### config.mk
export PLATFORM = sky130hd
export DESIGN_NAME = lut_up_down_counter_3bit
export DESIGN_NICKNAME = d
export VERILOG_FILES = /design/src/hw/updown_pkg.sv /design/src/hw/lut_up_down_counter_3bit.sv
export SDC_FILE = /design/constraint.sdc
export NUM_CORES = 1
export LEC_CHECK = 0
export BUFFER_PORTS_ARGS = -buffer_cell sky130_fd_sc_hd__buf_2
export CORE_AREA = 2 2 39 41
export CTS_CLUSTER_DIAMETER = 40
export DETAILED_ROUTE_END_ITERATION = 10
export DIE_AREA = 0 0 41 43
export SLEW_MARGIN = 30
export SYNTH_ARGS = -nofsm -noshare
export SYNTH_HDL_FRONTEND = slang
export SYNTH_SLANG_ARGS = --single-unit
### constraint.sdc
create_clock -name ref_clk -period 1.2 [get_ports ref_clk]
set_input_delay 0.18 -clock ref_clk [delete_from_list [all_inputs] [get_ports ref_clk]]
set_output_delay 0.18 -clock ref_clk [all_outputs]
set_load 0.1 [all_outputs]
### src/hw/updown_pkg.sv
// package: widths, reset values and carrier types for the 3-bit up/down counter
// assumes: included before the counter module in compile order
package updown_pkg;
  localparam int COUNT_W = 3;
  localparam int CTRL_W = 3;
  localparam int STAT_W = 3;
  localparam int LUT_IN_W = 4;
  localparam logic [COUNT_W-1:0] COUNT_RST = 3'h0;
  localparam logic [COUNT_W-1:0] COUNT_MAX = 3'h7;
  localparam logic [COUNT_W-1:0] COUNT_STEP = 3'h1;
  localparam int DIR_BIT = 0;
  localparam logic DIR_UP = 1'b0;
  localparam logic DIR_DOWN = 1'b1;

  // processor-written control outputs
  typedef struct packed {
    logic spare_two;
    logic spare_one;
    logic direction_select;
  } ctrl_s;

  // processor-read status inputs
  typedef struct packed {
    logic [COUNT_W-1:0] count;
  } stat_s;
endpackage : updown_pkg

### src/hw/lut_up_down_counter_3bit.sv
// counter: 3-bit up/down count from a registered four-input lookup function
// assumes: control word from a processor control register on ref_clk, status
// word read by the processor; control logic on the same clock, no synchroniser
`timescale 1ns/1ps
`default_nettype none

module lut_up_down_counter_3bit (
  input wire logic ref_clk,
  input wire logic rst_n,
  input wire updown_pkg::ctrl_s ctrl_word,
  output var updown_pkg::stat_s stat_word,
  output logic [updown_pkg::COUNT_W-1:0] count_out
);
  import updown_pkg::*;

  ////////////////////////////////////////////////////////////////////////////
  // lookup function

  logic [COUNT_W-1:0] count_ff;
  logic [COUNT_W-1:0] nxt_count;
  logic feedback_bit_zero;
  logic feedback_bit_one;
  logic feedback_bit_two;
  logic direction_select;
  logic [LUT_IN_W-1:0] lut_addr;

  assign feedback_bit_zero = count_ff[0];
  assign feedback_bit_one = count_ff[1];
  assign feedback_bit_two = count_ff[2];
  assign direction_select = ctrl_word.direction_select;
  assign lut_addr = {direction_select, feedback_bit_two, feedback_bit_one,
                     feedback_bit_zero};

  // sixteen-entry table: low half counts up, high half counts down
  always_comb begin
    unique case (lut_addr)
      4'h0: nxt_count = 3'h1;
      4'h1: nxt_count = 3'h2;
      4'h2: nxt_count = 3'h3;
      4'h3: nxt_count = 3'h4;
      4'h4: nxt_count = 3'h5;
      4'h5: nxt_count = 3'h6;
      4'h6: nxt_count = 3'h7;
      4'h7: nxt_count = 3'h0;
      4'h8: nxt_count = 3'h7;
      4'h9: nxt_count = 3'h0;
      4'hA: nxt_count = 3'h1;
      4'hB: nxt_count = 3'h2;
      4'hC: nxt_count = 3'h3;
      4'hD: nxt_count = 3'h4;
      4'hE: nxt_count = 3'h5;
      4'hF: nxt_count = 3'h6;
    endcase
  end

  ////////////////////////////////////////////////////////////////////////////
  // output registers

  always_ff @(posedge ref_clk) begin
    if (!rst_n) begin
      count_ff <= COUNT_RST;
    end else begin
      count_ff <= nxt_count;
    end
  end

  assign count_out = count_ff;
  assign stat_word.count = count_ff;

  ////////////////////////////////////////////////////////////////////////////
  // checks

  a_count_up_step: assert property (@(posedge ref_clk) disable iff (!rst_n)
    (ctrl_word.direction_select == DIR_UP) |=> count_ff == $past(count_ff) + COUNT_STEP)
    else $error("count did not step up by one");

  a_count_down_step: assert property (@(posedge ref_clk) disable iff (!rst_n)
    (ctrl_word.direction_select == DIR_DOWN) |=> count_ff == $past(count_ff) - COUNT_STEP)
    else $error("count did not step down by one");

  a_wrap_up_zero: assert property (@(posedge ref_clk) disable iff (!rst_n)
    (count_ff == COUNT_MAX && ctrl_word.direction_select == DIR_UP) |=> count_ff == COUNT_RST)
    else $error("count did not wrap from 7 to 0");

  a_wrap_down_max: assert property (@(posedge ref_clk) disable iff (!rst_n)
    (count_ff == COUNT_RST && ctrl_word.direction_select == DIR_DOWN) |=> count_ff == COUNT_MAX)
    else $error("count did not wrap from 0 to 7");

  a_status_mirror: assert property (@(posedge ref_clk) disable iff (!rst_n)
    stat_word.count == count_out)
    else $error("status word differs from count");

  a_reset_clears: assert property (@(posedge ref_clk)
    !rst_n |=> count_ff == COUNT_RST)
    else $error("count not cleared by reset");

  // spare bits toggle under the count; only direction may steer it
  a_spares_ignored: assert property (@(posedge ref_clk) disable iff (!rst_n)
    ($changed(ctrl_word.spare_one) && ctrl_word.direction_select == DIR_UP)
    |=> count_ff == $past(count_ff) + COUNT_STEP)
    else $error("spare control bit disturbed count");

  a_spare_two_ignored: assert property (
    @(posedge ref_clk) disable iff (!rst_n)
    ($changed(ctrl_word.spare_two) && ctrl_word.direction_select == DIR_DOWN)
    |=> count_ff == $past(count_ff) - COUNT_STEP)
    else $error("second spare bit disturbed count");

  ////////////////////////////////////////////////////////////////////////////
  // lookup wiring checks

  a_lut_feedback_bits: assert property (
    @(posedge ref_clk) disable iff (!rst_n)
    lut_addr[2:0] == count_ff)
    else $error("lookup feedback inputs not in count bit order");

  a_lut_dir_input: assert property (
    @(posedge ref_clk) disable iff (!rst_n)
    lut_addr[3] == ctrl_word.direction_select)
    else $error("lookup input three is not the direction select");

  a_next_up_value: assert property (
    @(posedge ref_clk) disable iff (!rst_n)
    (lut_addr[3] == DIR_UP)
    |-> nxt_count == count_ff + COUNT_STEP)
    else $error("lookup entry does not count up");

  a_next_down_value: assert property (
    @(posedge ref_clk) disable iff (!rst_n)
    (lut_addr[3] == DIR_DOWN)
    |-> nxt_count == count_ff - COUNT_STEP)
    else $error("lookup entry does not count down");

  a_status_from_reg: assert property (
    @(posedge ref_clk) disable iff (!rst_n)
    stat_word.count == count_ff)
    else $error("status word not taken from the count register");

  ////////////////////////////////////////////////////////////////////////////
  // sequence checks

  // eight steps in one direction bring the count back to where it was
  a_up_eight_cycle: assert property (
    @(posedge ref_clk) disable iff (!rst_n)
    (ctrl_word.direction_select == DIR_UP) [*8]
    |=> count_ff == $past(count_ff, 8))
    else $error("eight up steps did not wrap round");

  a_down_eight_cycle: assert property (
    @(posedge ref_clk) disable iff (!rst_n)
    (ctrl_word.direction_select == DIR_DOWN) [*8]
    |=> count_ff == $past(count_ff, 8))
    else $error("eight down steps did not wrap round");

  a_down_twice: assert property (
    @(posedge ref_clk) disable iff (!rst_n)
    (ctrl_word.direction_select == DIR_DOWN) [*2]
    |=> count_ff == $past(count_ff, 2) - 3'h2)
    else $error("two down steps did not subtract two");

  // one step each way leaves the count where it started
  a_flip_up_down: assert property (
    @(posedge ref_clk) disable iff (!rst_n)
    (ctrl_word.direction_select == DIR_UP) ##1 (ctrl_word.direction_select == DIR_DOWN)
    |=> count_ff == $past(count_ff, 2))
    else $error("up then down did not return");

  a_flip_down_up: assert property (
    @(posedge ref_clk) disable iff (!rst_n)
    (ctrl_word.direction_select == DIR_DOWN) ##1 (ctrl_word.direction_select == DIR_UP)
    |=> count_ff == $past(count_ff, 2))
    else $error("down then up did not return");

  a_never_stalls: assert property (
    @(posedge ref_clk) disable iff (!rst_n)
    rst_n ##1 rst_n
    |-> count_ff != $past(count_ff))
    else $error("count held across an edge");

  // first edge out of reset steps from the reset value
  a_first_step_up: assert property (
    @(posedge ref_clk) disable iff (!rst_n)
    ($rose(rst_n) && ctrl_word.direction_select == DIR_UP)
    |=> count_ff == COUNT_STEP)
    else $error("first step after reset was not to one");

  a_up_twice: assert property (@(posedge ref_clk) disable iff (!rst_n)
    (ctrl_word.direction_select == DIR_UP) [*2] |=> count_ff == $past(count_ff, 2) + 3'h2)
    else $error("two up steps did not add two");
endmodule : lut_up_down_counter_3bit

`default_nettype wire

### Word-level counts from Yosys, hierarchy flattened

Memory sizes are Yosys's and may differ from the RTL's. A register that Yosys moved wholly into a read port is not among the register bits.
Index checks and enable logic that the tools add are counted.
Widths: inputs -> output; s select.

| word-level totals | value |
|---|---|
| flip-flop bits (word level) | 0 |
| ROM bits | 48 |
| memories | 1 |

Memories:

| memory | depth | width | read ports | clocked after memory_dff | wr ports | RTL line | RTL |
|---|---|---|---|---|---|---|---|
| (no name shown) | 16 | 3 | 1 | 1 | 0 | lut_up_down_counter_3bit.sv:36 | `unique case (lut_addr)` |

| cells by class | value |
|---|---|
| reduce and logical (&&, ||, !) cells | 1 |

Operators by type and width:

| cell | number |
|---|---|
| $logic_not 1->1 | 1 |

### Longest topological paths before layout

| depth | value |
|---|---|
| depth in word-level cells | 1 |
| depth in mapped cells | 4 |
| mapped depth without buffers | 4 |

### Worst setup path after synthesis

No wires, ideal clock.

| path | value |
|---|---|
| path kind | register -> register |
| start | register count_ff[0], in the netlist count_out[0] |
| end | register count_ff[1], in the netlist count_out[1] |
| library setup time | 0.115 ns |
| arrival | 1.805 ns |
| path slack | -0.720 ns |
| cell stages (with the launch flop) | 5 |
| buffers on the path | 0 |
| cells stage by stage | dfxtp_1 -> inv_1 -> ha_1 -> xor2_1 -> and2_1 |

RTL lines:

| item | RTL line | RTL |
|---|---|---|
| start: declaration | lut_up_down_counter_3bit.sv:19 | `logic [COUNT_W-1:0] count_ff;` |

==> results by group <==
Floorplan
  – Initial core utilization: 17.00%
  – Die X: 41 µm
  – Die H: 43 µm
  – Placeable core area: 0.001384 mm²
  – # IOs: 11
  – Die ar.: 0.001763 mm²
  – Core Rows: 14

Setup path
  – Crit path DAT: 1.19 ns
  – R2R depth: 4
  – CP Capture Point: count_out[1]
  – FF-to-FF End: count_out[1]
  – Crit path largest cell delay: 0.40 ns
  – Launching point of the worst reg2reg path: count_out[0]
  – CP top delay family: flip-flops
  – Flop2flop setup slack: 0.13 ns
  – CP max FO: 6
  – WP depth: 4
  – CP Cell Sequence: inv_4 -> ha_4 -> xor2_1 -> and2_1
  – WS Path Type: flop to flop
  – Worst EP required: 1.32 ns
  – CP Capture Type: flop
  – CP max stage cell: dfxtp_4
  – Critical path startpoint: count_out[0]
  – CP Buf/Inv Count: 1
  – Startpoint types: flop

Layout
  – P&R area growth vs syn: 76.60%
  – Diodes inserted: 0
  – Share of cells above drive strength 1: 54.55%
  – Final nets: 44
  – Max FFs per register: 3
  – Fillcell total: 144
  – Area of the multi-input gates: 157.7 µm²
  – Area occupied by registers: 71.32 µm²

CTS
  – Inserted Clock Buffers: 3
  – TritonCTS clock tree: built
  – CTS clk-pin slew, worst paths: 0.04 ns
  – Resize count post-CTS: 0
  – Clk Latency, worst-skew pair: 0.23 ns
  – CTS Hold Buffers Added: 0
  – Post-CTS Setup Inserts: 0
  – TritonCTS sink count: 3
  – CTS root buf: clkbuf_4
  – Clock Path Buffers: 2
  – Htree depth: 1

Placed design
  – I/O Buffers: 8
  – Pre-CTS setup slack: 0.1260 ns
  – Hpwl dp: 314.6 µm
  – Gpl congestion: 0.7373

Route
  – Wire length per cell: 7.408 µm
  – First DRT Iteration DRCs: 1
  – Pre-antenna DRT Iters: 2
  – Via count: 182
  – Routed WL: 363 µm
  – Post-DRT Antenna Nets: 0
  – Remaining DRCs: 0
  – Vias per cell: 3.714

Timing
  – RSZ-0062 raised after global routing: no
  – Max-slew violation total from the final report: 0
  – Post-layout minimum cycle time: 1.068 ns
  – Slew headroom: 88.64%
  – Post-route clock period utilization: 88.99%
  – Final setup skew: 0.002612 ns
  – Fmax: 0.9365 GHz
  – Final worst setup slack: 0.1322 ns
  – Tightest Pin Transition: 0.1692 ns
  – Final setup fails: 0
  – Final Hold Fails: 0

Synth
  – Synth async-reset ratio: 0%
  – Avg Cell Area, Syn: 9.801 µm²
  – Most frequent cell after synthesis: ha_1
  – Synth cell count leaders: 5 x ha_1, 3 x buf_4, 3 x dfxtp_1
  – Syn. warnings: 0
  – Distinct cells, synth: 13
  – Syn nets: 34
  – Area leader, netlist: ha_1
  – FF+latch count, synth: 3
  – Top post-synthesis cells by area: ha_1 27%, dfxtp_1 26%, buf_4 9.6%, mux2i_1 8.5%, nand2b_1 5.3%
  – Synth top area share: 26.60%
  – Post-synth EDFFs: 0
  – Gate Count Post-Synth: 24
  – Mapped Area: 235.2 µm²
  – Seq/Total Area, Yosys: 25.53%
  – Main synth FF type: dfxtp_1

Global route
  – Vias in the first global route: 149
  – GRT overflow: 0
  – Largest net degree at the start of global routing: 7
  – Overall Global Routing Usage: 5.210%
  – Initial antenna violation count: 0
  – First-pass GRT wire length: 565 µm

Job
  – Max cap viols: 0

Hold path
  – Min-delay worst type: primary input to flop

Status
  – Status: complete, no violations
-- cell usage in the layout, fill, tap and decap left out --
cell	synthesis	routed
inv_4	0	1
nand2_1	1	1
o21ai_0	1	1
clkbuf_1	0	1
ha_4	0	1
mux2_2	1	1
buf_12	0	6
o22ai_1	1	1
mux2i_1	2	2
xor2_1	1	1
nand2b_1	2	2
clkbuf_4	0	3
dfxtp_4	0	3
buf_2	0	2
inv_2	0	1
xnor2_1	1	1
and2_1	1	1
ha_1	5	4
-- per-layer routing --
layer  global-route usage (%)  part of all wire [%]
met5                        0                     0
met4                    4.000                     0
met3                    4.712                   3.9
met2                    6.563                    53
met1                    5.112                    43
-- cell families (layout without fill, tap and decap cells) --
logic type,Yosys count,in the layout,synth area share [%]
compound gates,2,2,4.787
xor+xnor,2,2,7.448
fa+ha+maj,5,5,26.60
buf+inv,5,14,12.77
flops,3,3,25.53
mux,3,3,13.30
simple gates,4,4,9.574
-- per-stage QoR --
stage	hold slack [ns]	instances	TNS (ns)	util, %	instance area (µm²)
after global placement	0.4529	45	0	28.12	389.1
final	0.2165	49	0	30.02	415.4
after global routing	0.2396	49	0	30.02	415.4
after CTS	0.2143	49	0	30.02	415.4
after floorplan	0.3009	24	-0.03175	-	261.5
after detailed placement	0.4609	45	0	28.12	389.1
-- layout make-up --
type | instances | share of cell area (%)
clock buffer | 4 | 6.325
inverter | 2 | 2.410
multi-input combinational | 16 | 37.95
sequential | 3 | 17.17
tap | 16 | 4.819
timing repair buffer | 8 | 31.33
-- how the worst min path moves through the flow --
stage	start	endpoint	slack [ns]	cells past startpoint
floorplan	rst_n	count_out[1]	0.30	1
detailed placement	rst_n	count_out[1]	0.46	2
global placement	rst_n	count_out[1]	0.45	2
global route	rst_n	count_out[1]	0.24	2
CTS	rst_n	count_out[1]	0.21	2
finish	rst_n	count_out[1]	0.22	2
Power is not shown: default switching activity piles up to over one toggle a cycle in this logic, so the estimate is an artifact.
